**config.mk**
```make
export PLATFORM = sky130hd
export DESIGN_NAME = smc_sleep_ctrl
export DESIGN_NICKNAME = d
export VERILOG_FILES = /design/src/rtl/smc_pkg.sv /design/src/rtl/smc_sleep_ctrl.sv /design/src/rtl/smc_mode_decode.sv /design/src/rtl/smc_wb_slave.sv
export SDC_FILE = /design/constraint.sdc
export NUM_CORES = 1
export LEC_CHECK = 0
export BUFFER_PORTS_ARGS = -buffer_cell sky130_fd_sc_hd__buf_2
export CORE_UTILIZATION = 56
export DETAILED_ROUTE_END_ITERATION = 10
export GPL_TIMING_DRIVEN = 0
export PLACE_DENSITY_LB_ADDON = 0.1
export SLEW_MARGIN = 20
export SYNTH_ARGS = -nofsm -noshare
export SYNTH_HDL_FRONTEND = slang
export SYNTH_HIERARCHICAL = 1
export SYNTH_SLANG_ARGS = --single-unit
export TNS_END_PERCENT = 100
```
**constraint.sdc**
```tcl
create_clock -name SYS_CLK -period 6.8 [get_ports SYS_CLK]
set_clock_uncertainty 0.15 [all_clocks]
set_input_delay 1.36 -clock SYS_CLK [delete_from_list [all_inputs] [get_ports SYS_CLK]]
set_output_delay 1.36 -clock SYS_CLK [all_outputs]
set_load 0.1 [all_outputs]
```
**src/rtl/smc_pkg.sv**
```systemverilog
package smc_pkg;
  localparam logic [7:0] SLEEP_CONTROL_OFS = 8'h3a;
  localparam logic [7:0] PERIPH_GATE_OFS = 8'h35;
  localparam logic [7:0] WAKE_STATUS_OFS = 8'h3b;
  localparam logic [7:0] SLEEP_CONTROL_RST = 8'h00;
  localparam logic [7:0] PERIPH_GATE_RST = 8'h00;
  localparam int ALLOW_BIT = 0;
  localparam int SEL_LSB = 1;
  localparam int CONV_GATE_BIT = 1;
  localparam int TIMER_GATE_BIT = 0;
  localparam logic [2:0] SEL_IDLE = 3'h0;
  localparam logic [2:0] SEL_NOISE = 3'h1;
  localparam logic [2:0] SEL_PDOWN = 3'h2;
  localparam logic [2:0] SEL_STBY = 3'h4;
  localparam int HALT_CYCLES = 4;
  localparam int OSC_START_CYCLES = 6;
  localparam int CNT_W = 4;
  localparam logic [CNT_W-1:0] HALT_CNT = CNT_W'(HALT_CYCLES);
  localparam logic [CNT_W-1:0] OSC_CNT = CNT_W'(OSC_START_CYCLES);

  typedef enum logic [1:0] {
    ST_RUN,
    ST_SLEEP,
    ST_OSC,
    ST_HALT
  } smc_state_e;

  // Wishbone request
  typedef struct packed {
    logic cyc;
    logic stb;
    logic we;
    logic [7:0] adr;
    logic [7:0] dat;
  } smc_wb_req_s;

  // Wake-up sources
  typedef struct packed {
    logic ext_level;
    logic ext_edge;
    logic pin_change;
    logic converter;
    logic other_io;
    logic watchdog;
    logic supply_monitor;
  } smc_wake_s;

  // Clock domain enables
  typedef struct packed {
    logic core;
    logic memory;
    logic io;
    logic conv;
    logic osc;
  } smc_clk_s;
endpackage : smc_pkg

```
**src/rtl/smc_sleep_ctrl.sv**
```systemverilog
`timescale 1ns/10ps
module smc_sleep_ctrl
  import smc_pkg::*;
#(
  parameter int HALT_LEN = HALT_CYCLES,
  parameter int OSC_LEN = OSC_START_CYCLES
)
(
  // Clock and reset
  input wire logic SYS_CLK,
  input wire logic RST_B,
  // Register bus
  input wire logic WB_CYC_I,
  input wire logic WB_STB_I,
  input wire logic WB_WE_I,
  input wire logic [7:0] WB_ADR_I,
  input wire logic [7:0] WB_DAT_I,
  input wire logic WB_SEL_I,
  output logic [7:0] WB_DAT_O,
  output logic WB_ACK_O,
  // Core link
  input wire logic SLEEP_INSN,
  // Wake sources
  input wire logic EXT_LINE_A_LEVEL,
  input wire logic EXT_LINE_A_EDGE,
  input wire logic PIN_CHANGE_IRQ,
  input wire logic CONVERTER_IRQ,
  input wire logic OTHER_IO_IRQ,
  input wire logic WATCHDOG_IRQ,
  input wire logic SUPPLY_MONITOR_IRQ,
  // Peripheral status
  input wire logic CONVERTER_ENABLED,
  input wire logic COMPARATOR_OFF_BIT,
  // Clock domain enables
  output logic CORE_CLOCK_EN,
  output logic MEMORY_CLOCK_EN,
  output logic IO_CLOCK_EN,
  output logic CONVERTER_CLOCK_EN,
  output logic OSC_EN,
  output logic WATCHDOG_CLOCK_EN,
  // Peripheral clock and access
  output logic TIMER_CLOCK_EN,
  output logic TIMER_REG_ACCESS_EN,
  output logic CONVERTER_REG_ACCESS_EN,
  // Core and analog control
  output logic CORE_HALT,
  output logic IRQ_SERVICE_GO,
  output logic CONVERSION_START,
  output logic CONVERSION_EXTENDED,
  output logic COMPARATOR_FORCE_OFF,
  output logic INPUT_BUFFER_DISABLE,
  output logic SLEEPING
);
  // Whole module state
  typedef struct packed {
    // Control flow and counters
    smc_state_e st;
    logic [CNT_W-1:0] cnt;
    logic [2:0] mode;
    logic wake_seen;
    // Software visible registers
    logic allow;
    logic [2:0] sel;
    logic conv_gate;
    logic timer_gate;
    logic [7:0] rdata;
    // Registered outputs
    smc_clk_s clk;
    logic conv_clk;
    logic wdog_en;
    logic timer_en;
    logic timer_acc;
    logic conv_acc;
    logic halt;
    logic svc;
    logic conv_start;
    logic conv_ext;
    logic comp_off;
    logic ibuf_off;
    logic sleeping;
  } smc_state_s;

  // Counter load values, counted down to zero
  localparam logic [CNT_W-1:0] HALT_LOAD = CNT_W'(HALT_LEN - 1);
  localparam logic [CNT_W-1:0] OSC_LOAD = CNT_W'(OSC_LEN - 1);

  smc_state_s r;
  smc_state_s next_r;
  smc_wb_req_s req;
  smc_wake_s wake;
  smc_clk_s mode_clk;
  smc_clk_s run_clk;
  logic ack;
  logic wr_pulse;
  logic wake_hit;
  logic need_osc;
  logic legal;

  // Refuse settings the counters and fields cannot serve
  if (HALT_LEN < 1 || HALT_LEN > (1 << CNT_W)) begin : g_halt_chk
    $error("halt length does not fit the counter");
  end
  if (OSC_LEN < 1 || OSC_LEN > (1 << CNT_W)) begin : g_osc_chk
    $error("oscillator start length does not fit the counter");
  end
  if (SEL_LSB + 3 > 8 || ALLOW_BIT >= SEL_LSB) begin : g_field_chk
    $error("sleep control fields do not fit the register");
  end

  // Bus request bundle; a cleared byte select blocks the write
  assign req = '{
    cyc: WB_CYC_I,
    stb: WB_STB_I,
    we: WB_WE_I & WB_SEL_I,
    adr: WB_ADR_I,
    dat: WB_DAT_I
  };
  // Wake request bundle
  assign wake = '{
    ext_level: EXT_LINE_A_LEVEL,
    ext_edge: EXT_LINE_A_EDGE,
    pin_change: PIN_CHANGE_IRQ,
    converter: CONVERTER_IRQ,
    other_io: OTHER_IO_IRQ,
    watchdog: WATCHDOG_IRQ,
    supply_monitor: SUPPLY_MONITOR_IRQ
  };
  // Every domain running
  assign run_clk = '{
    core: 1'b1,
    memory: 1'b1,
    io: 1'b1,
    conv: 1'b1,
    osc: 1'b1
  };

  smc_wb_slave u_wb (
    .SYS_CLK(SYS_CLK),
    .RST_B(RST_B),
    .req(req),
    .ack(ack),
    .wr_pulse(wr_pulse)
  );

  // Decode of the mode latched at sleep entry
  smc_mode_decode u_dec (
    .sel(r.mode),
    .wake(wake),
    .clk_en(mode_clk),
    .wake_hit(wake_hit),
    .need_osc(need_osc),
    .legal(legal)
  );

  // Next state
  always_comb begin
    next_r = r;
    next_r.conv_start = 1'b0;
    next_r.svc = 1'b0;
    // Register writes land at the ack edge
    if (wr_pulse) begin
      if (req.adr == SLEEP_CONTROL_OFS) begin
        next_r.allow = req.dat[ALLOW_BIT];
        next_r.sel = req.dat[SEL_LSB +: 3];
      end else if (req.adr == PERIPH_GATE_OFS) begin
        next_r.conv_gate = req.dat[CONV_GATE_BIT];
        next_r.timer_gate = req.dat[TIMER_GATE_BIT];
      end
    end
    // Read data, unmapped reads zero
    next_r.rdata = 8'h00;
    if (req.cyc && req.stb && !req.we) begin
      if (req.adr == SLEEP_CONTROL_OFS) begin
        // Select field above the allow bit
        next_r.rdata = {4'h0, r.sel, r.allow};
      end else if (req.adr == PERIPH_GATE_OFS) begin
        // Two gate bits
        next_r.rdata = {6'h00, r.conv_gate, r.timer_gate};
      end else if (req.adr == WAKE_STATUS_OFS) begin
        // Wake seen, sleeping, latched mode
        next_r.rdata = {3'h0, r.wake_seen, r.st == ST_SLEEP, r.mode};
      end
    end
    // off then on gives extended conversion
    if (!CONVERTER_ENABLED) begin
      next_r.conv_ext = 1'b1;
    end else if (r.conv_start) begin
      next_r.conv_ext = 1'b0;
    end
    unique case (r.st)
      ST_RUN: begin
        // entry needs allow bit; otherwise no-operation
        if (SLEEP_INSN && r.allow && (r.sel inside {SEL_IDLE, SEL_NOISE, SEL_PDOWN,
            SEL_STBY})) begin
          next_r.st = ST_SLEEP;
          next_r.mode = r.sel;
          next_r.wake_seen = 1'b0;
          next_r.conv_start = CONVERTER_ENABLED && (r.sel == SEL_IDLE || r.sel == SEL_NOISE);
        end
      end
      ST_SLEEP: begin
        if (wake_hit) begin
          next_r.wake_seen = 1'b1;
          next_r.st = need_osc ? ST_OSC : ST_HALT;
          next_r.cnt = need_osc ? OSC_LOAD : HALT_LOAD;
        end
      end
      ST_OSC: begin
        if (r.cnt == '0) begin
          next_r.st = ST_HALT;
          next_r.cnt = HALT_LOAD;
        end else begin
          next_r.cnt = r.cnt - 1'b1;
        end
      end
      ST_HALT: begin
        if (r.cnt == '0) begin
          next_r.st = ST_RUN;
          next_r.svc = 1'b1;
        end else begin
          next_r.cnt = r.cnt - 1'b1;
        end
      end
    endcase
    // Clock enables follow the state of the next cycle
    if (next_r.st == ST_SLEEP || next_r.st == ST_OSC) begin
      next_r.clk = mode_clk;
      if (next_r.st != r.st) begin
        next_r.clk = decode_clk(next_r.mode);
      end
      if (next_r.st == ST_OSC) begin
        next_r.clk = '0;
      end
    end else if (next_r.st == ST_HALT) begin
      next_r.clk = run_clk;
      next_r.clk.core = 1'b0;
    end else begin
      next_r.clk = run_clk;
    end
    // memory clock only stopped, contents kept
    // gated peripheral frozen; ungating resumes; active and idle
    next_r.timer_en = next_r.clk.io & ~next_r.timer_gate;
    next_r.timer_acc = ~next_r.timer_gate;
    next_r.conv_acc = ~next_r.conv_gate;
    // converter clock stays with converter in idle and noise reduction sleep
    next_r.conv_clk = next_r.clk.conv & ~next_r.conv_gate;
    next_r.wdog_en = 1'b1;
    next_r.halt = next_r.st != ST_RUN;
    next_r.sleeping = next_r.st == ST_SLEEP;
    next_r.comp_off = (next_r.st != ST_RUN) && (next_r.mode == SEL_PDOWN);
    // buffers off when io clock stops
    next_r.ibuf_off = ~next_r.clk.io;
  end

  // Clock map for a mode at entry
  function automatic smc_clk_s decode_clk(input logic [2:0] m);
    smc_clk_s c;
    c = '0;
    if (m == SEL_IDLE) begin
      c = '{core: 1'b0, memory: 1'b0, io: 1'b1, conv: 1'b1, osc: 1'b1};
    end else if (m == SEL_NOISE) begin
      c = '{core: 1'b0, memory: 1'b0, io: 1'b0, conv: 1'b1, osc: 1'b1};
    end else if (m == SEL_STBY) begin
      c.osc = 1'b1;
    end
    return c;
  endfunction : decode_clk

  // asynchronous reset returns to run from any state
  always_ff @(posedge SYS_CLK or negedge RST_B) begin
    if (!RST_B) begin
      r <= '{
        st: ST_RUN,
        cnt: '0,
        mode: SEL_IDLE,
        wake_seen: 1'b0,
        allow: SLEEP_CONTROL_RST[ALLOW_BIT],
        sel: SLEEP_CONTROL_RST[SEL_LSB +: 3],
        conv_gate: PERIPH_GATE_RST[CONV_GATE_BIT],
        timer_gate: PERIPH_GATE_RST[TIMER_GATE_BIT],
        rdata: 8'h00,
        clk: '{
          core: 1'b1,
          memory: 1'b1,
          io: 1'b1,
          conv: 1'b1,
          osc: 1'b1
        },
        conv_clk: 1'b1,
        wdog_en: 1'b1,
        timer_en: 1'b1,
        timer_acc: 1'b1,
        conv_acc: 1'b1,
        halt: 1'b0,
        svc: 1'b0,
        conv_start: 1'b0,
        conv_ext: 1'b1,
        comp_off: 1'b0,
        ibuf_off: 1'b0,
        sleeping: 1'b0
      };
    end else begin
      r <= next_r;
    end
  end

  // Bus answer, both from flip-flops
  assign WB_DAT_O = r.rdata;
  assign WB_ACK_O = ack;
  // Clock domain enables straight from state
  assign CORE_CLOCK_EN = r.clk.core;
  assign MEMORY_CLOCK_EN = r.clk.memory;
  assign IO_CLOCK_EN = r.clk.io;
  assign CONVERTER_CLOCK_EN = r.conv_clk;
  assign OSC_EN = r.clk.osc;
  assign WATCHDOG_CLOCK_EN = r.wdog_en;
  // Peripheral clock and register access
  assign TIMER_CLOCK_EN = r.timer_en;
  assign TIMER_REG_ACCESS_EN = r.timer_acc;
  assign CONVERTER_REG_ACCESS_EN = r.conv_acc;
  // Core handshake and analog control
  assign CORE_HALT = r.halt;
  assign IRQ_SERVICE_GO = r.svc;
  assign CONVERSION_START = r.conv_start;
  assign CONVERSION_EXTENDED = r.conv_ext;
  assign COMPARATOR_FORCE_OFF = r.comp_off;
  assign INPUT_BUFFER_DISABLE = r.ibuf_off;
  assign SLEEPING = r.sleeping;
endmodule : smc_sleep_ctrl

```
**src/rtl/smc_mode_decode.sv**
```systemverilog
`timescale 1ns/10ps
module smc_mode_decode
  import smc_pkg::*;
(
  input wire logic [2:0] sel,
  input wire smc_wake_s wake,
  output smc_clk_s clk_en,
  output logic wake_hit,
  output logic need_osc,
  output logic legal
);
  // Mode to clock map and wake filter
  always_comb begin
    clk_en = '0;
    wake_hit = 1'b0;
    need_osc = 1'b0;
    legal = 1'b1;
    unique case (sel)
      SEL_IDLE: begin
        clk_en = '{core: 1'b0, memory: 1'b0, io: 1'b1, conv: 1'b1, osc: 1'b1};
        wake_hit = |wake;
      end
      SEL_NOISE: begin
        clk_en = '{core: 1'b0, memory: 1'b0, io: 1'b0, conv: 1'b1, osc: 1'b1};
        wake_hit = wake.ext_level | wake.pin_change | wake.converter | wake.watchdog
          | wake.supply_monitor;
      end
      SEL_PDOWN: begin
        wake_hit = wake.ext_level | wake.pin_change | wake.watchdog;
        need_osc = 1'b1;
      end
      SEL_STBY: begin
        clk_en.osc = 1'b1;
        wake_hit = wake.ext_level | wake.pin_change | wake.watchdog;
      end
      default: legal = 1'b0;
    endcase
  end
endmodule : smc_mode_decode

```
**src/rtl/smc_wb_slave.sv**
```systemverilog
`timescale 1ns/10ps
module smc_wb_slave
  import smc_pkg::*;
(
  input wire logic SYS_CLK,
  input wire logic RST_B,
  input wire smc_wb_req_s req,
  output logic ack,
  output logic wr_pulse
);
  typedef struct packed {
    logic ack;
  } smc_wbs_s;
  smc_wbs_s r;
  smc_wbs_s next_r;

  // One wait cycle then ack; drops the cycle after
  always_comb begin
    next_r.ack = req.cyc & req.stb & ~r.ack;
  end

  always_ff @(posedge SYS_CLK or negedge RST_B) begin
    if (!RST_B) begin
      r <= '0;
    end else begin
      r <= next_r;
    end
  end

  assign ack = r.ack;
  assign wr_pulse = r.ack & req.we;
endmodule : smc_wb_slave

```
=== Word level (Yosys, flattened, before mapping) ===
Index checks and enable logic that the tools add are counted.
Widths: inputs -> output; s select.

* Bits in registers: 40
* Bits in latches: 0
* RAM bits: 0
* Memory bits (read-only): 0
* Bits of input ports: 32
* Output and inout bits: 25
* Logic and storage cells: 127
* Memories: 0

* Add/subtract/negate cells: 1
* $mul: 0
* Divide/modulo/power cells: 0
* Order comparisons: 0
* Equal/unequal tests: 23
* Shifts and indexed selects: 0
* Mux-type cells: 39
* Bitwise gates (word level): 15
* Reductions and logical operators: 24

{| class="wikitable"
|+ Operator list
! operator !! number
|-
| $mux 5 || 8
|-
| $eq 8x6->1 const B || 3
|-
| $mux 1 || 13
|-
| $mux 2 || 6
|-
| $mux 4 || 3
|-
| $pmux 4 s3 || 1
|-
| $eq 3x1->1 const B || 3
|-
| $eq 3x2->1 const B || 3
|-
| $eq 3x3->1 const B || 3
|-
| $logic_not 3->1 || 3
|-
| $mux 3 || 3
|-
| $eq 2x2->1 const B || 4
|-
| $pmux 2 s4 || 1
|-
| $reduce_or 7->1 || 1
|-
| $and 1x1->1 || 6
|-
| $logic_and 1x1->1 || 6
|-
| $mux 6 || 1
|-
| $reduce_and 3->1 || 2
|-
| $or 1x1->1 || 5
|-
| $eq 2x1->1 const B || 2
|-
| $logic_not 4->1 || 1
|-
| $ne 2x1->1 const B || 2
|-
| $ne 2x2->1 const B || 2
|-
| $not 1->1 || 4
|-
| 14 further kinds || 16
|}

=== Longest topological paths before layout ===
* Word-level depth: 13
* Mapped depth: 10
* Gate-level depth less buffers: 10

=== Cells and area by module ===
The synthesis kept the hierarchy.

{| class="wikitable"
|+ By module, submodules not included
! module !! times used !! cells each !! area an instance (um2) !! seq. area each (um2)
|-
| smc_sleep_ctrl || 1 || 177 || 1,873.0 || 912.1
|-
| smc_mode_decode || 1 || 16 || 98.8 || 0.0
|-
| smc_wb_slave || 1 || 3 || 41.3 || 25.0
|}

=== Worst setup path before layout ===
OpenSTA, ideal clock, no wires.

* Path kind: input to register
* Start point: input port PIN_CHANGE_IRQ
* End point: register r (netlist bit INPUT_BUFFER_DISABLE)
* Library setup time: 0.120 ns
* Data arrival time: 3.105 ns
* Required time: 6.530 ns
* Setup slack: 3.426 ns
* Stages on the path: 10
* Buffers on the path: 0
* Cell sequence: nor3_2 a211oi_1 a211o_1 and3b_1 a21oi_2 inv_1 ha_1 inv_1 o221ai_1 and3_1

{| class="wikitable"
|+ RTL lines
! what !! RTL line !! source
|-
| from (decl) || smc_sleep_ctrl.sv:26 || <nowiki>input wire logic PIN_CHANGE_IRQ,</nowiki>
|-
| to (signal assigned) || smc_sleep_ctrl.sv:272 || <nowiki>r <= '{</nowiki>
|-
| to (signal assigned) || smc_sleep_ctrl.sv:303 || <nowiki>r <= next_r;</nowiki>
|-
| to (decl) || smc_sleep_ctrl.sv:87 || <nowiki>smc_state_s r;</nowiki>
|}

==> results.py <==
metrics = {
    "critical_path": {
        "critPathLaunchType": "input port",
        "criticalPathCategory": "in2reg",
        "arrival_ps": 3520,
        "crit_fanout": 5,
        "crit_required_ps": 6900,
        "end_kind": "flop",
    },
    "timing": {
        "period_share_pct": 50.27,
        "hold_violations": 0,
        "slew_violations": 0,
        "tightest_slew_ps": 778.2,
        "relSlewSlack_pct": 48.12,
        "setup_viol": 0,
        "fmax_mhz": 292.5,
        "setup_tns_ps": 0,
        "min_period_ps": 3418,
        "timing.final.ws_setup_ps": 3382,
        "grt_setup_unrepaired": "false",
    },
    "global_routing": {
        "antenna_found_initial": 0,
        "grt_pass1_wl_mm": 6.044,
        "grtUsageTotal_pct": 22.37,
        "grt_overflow": 0,
        "grt_max_degree": 38,
        "grt_pass1_vias": 1268,
    },
    "clocking": {
        "cts_inserted_buffers": 5,
        "cts_root_buffer": "clkbuf_4",
        "cts_tree": "yes",
        "cts_sinks": 37,
        "h-tree-depth": 2,
        "clock_path_buffers": 2,
        "worstSkewPairLatency_ps": 350,
        "postCtsSetupBuffers": 0,
        "clk_pin_slew_ps": 110,
        "hold_buffers": 0,
        "cts_resized": 0,
    },
    "status": {
        "outcome": "complete, no violations",
    },
    "hold_path": {
        "hold_path.class": "reg2reg",
    },
    "drt": {
        "num_vias": 1575,
        "wl_per_cell_um": 12.48,
        "via_per_inst": 5.303,
        "drc": 0,
        "drt_iter0_markers": 39,
        "wl_mm": 3.706,
        "firstDrtPassIters": 5,
        "detail-route-antenna-nets": 0,
    },
    "floorplan": {
        "start_util_pct": 59.03,
        "die-area_sq_mm": 0.003816,
        "core_sq_mm": 0.003390,
        "die_y_um": 61.77,
        "die_x_um": 61.77,
        "rows": 21,
        "io_pins": 57,
    },
    "place": {
        "gp_congestion": 0.8276,
        "place_ws_ps": 3042,
        "io_buffer_count": 46,
        "hpwl_mm": 2.719,
    },
    "finish": {
        "diodes": 0,
        "drive_above_1_share_pct": 38.65,
        "syn2layout_area_growth_pct": 19.39,
        "final_net_count": 288,
    },
    "run": {
        "max-cap-violations": 0,
    },
    "synth": {
        "synthCells": 194,
        "synth.cell_area_sq_mm": 0.002001,
        "yosysWarnings": 6,
        "synth.avg_cell_area_sq_um": 10.31,
    },
    "power": {
        "vdd_ir_drop_max_v": 0.0002144,
        "power_density_mw_per_mm2": 332.8,
        "power_leakage_nw": 1.227,
    },
}
worst paths after layout:
check | to | slack (ps) | from | cells past startpoint
max in group asynchronous | r[31] | 5080 | RST_B | 1
max reg2reg | INPUT_BUFFER_DISABLE | 4070 | r[33] | 10
min | CONVERSION_EXTENDED | 280 | CONVERSION_START | 1
max | INPUT_BUFFER_DISABLE | 3380 | PIN_CHANGE_IRQ | 11
min reg2reg | CONVERSION_EXTENDED | 280 | CONVERSION_START | 1
min in group asynchronous | IRQ_SERVICE_GO | 930 | RST_B | 1
worst max-delay path: stages:
cell and delay, ps:
buf_2 100, nor3_2 230, a211oi_1 110, a211o_1 340, and3b_1 240, a21oi_2 240
inv_1 120, ha_1 240, inv_1 120, o221ai_1 190, and3_1 220
per-stage QoR:
stage | power [mW] | cell area (sq um) | hold slack [ps] | std cells | utilization [%]
floorplan | 0.5810 | 2012 | 316.6 | 197 | -
global placement | 0.6341 | 2300 | 259.0 | 289 | 67.85
detailed placement | 0.6364 | 2300 | 273.2 | 289 | 67.85
CTS | 0.7993 | 2389 | 288.8 | 297 | 70.47
global route | 0.8371 | 2389 | 303.3 | 297 | 70.47
finish | 0.7949 | 2389 | 282.3 | 297 | 70.47
per-layer routing:
metal / global-route usage [%] / part of all wire (%)
met4: 8.571 / 1.3
met1: 31.46 / 47
met3: 6.832 / 5.3
met2: 32.57 / 46
met5: 0 / 0
cell usage in the layout (no fill, tap or decap), types with 3 or more instances in the layout:
cell type / count
nor2_1: 15
buf_2: 47
dfrtp_1: 28
nor3_1: 5
mux2_2: 5
nand2_1: 12
dfstp_2: 9
nand2b_1: 3
clkbuf_4: 5
mux2_4: 3
o21ai_0: 7
ha_1: 6
a21oi_1: 12
clkbuf_1: 3
o31ai_1: 3
nor3_2: 3
nand3_1: 5
inv_1: 12
conb_1: 6
buf_4: 12
sequential cells by signal, summed over array words and instances, names as in the netlist:
signal	count
CONVERTER_CLOCK_EN	1
CONVERSION_START	1
CORE_CLOCK_EN	1
IRQ_SERVICE_GO	1
TIMER_REG_ACCESS_EN	1
IO_CLOCK_EN	1
CORE_HALT	1
MEMORY_CLOCK_EN	1
COMPARATOR_FORCE_OFF	1
SLEEPING	1
TIMER_CLOCK_EN	1
INPUT_BUFFER_DISABLE	1
r	16
CONVERTER_REG_ACCESS_EN	1
WB_DAT_O	5
u_wb/ack	1
OSC_EN	1
CONVERSION_EXTENDED	1
area by class of cell:
class	count	area [sq um]
clock buffers	6	51.30
flip-flops and latches	37	937.1
clock inverters	2	37.54
plain buffers	17	117.6
multi-input cells	131	912.1
well taps	46	57.56
fillers	259	1001
repair buffers	46	230.2
inverters	12	45.04
where the power goes:
part	internal (mW)	leakage (nW)	switching [mW]
registers	0.267	0.467	0.0190
logic	0.0743	0.716	0.274
clock network	0.0873	0.0445	0.0735
(Power assumes the default switching activity.)
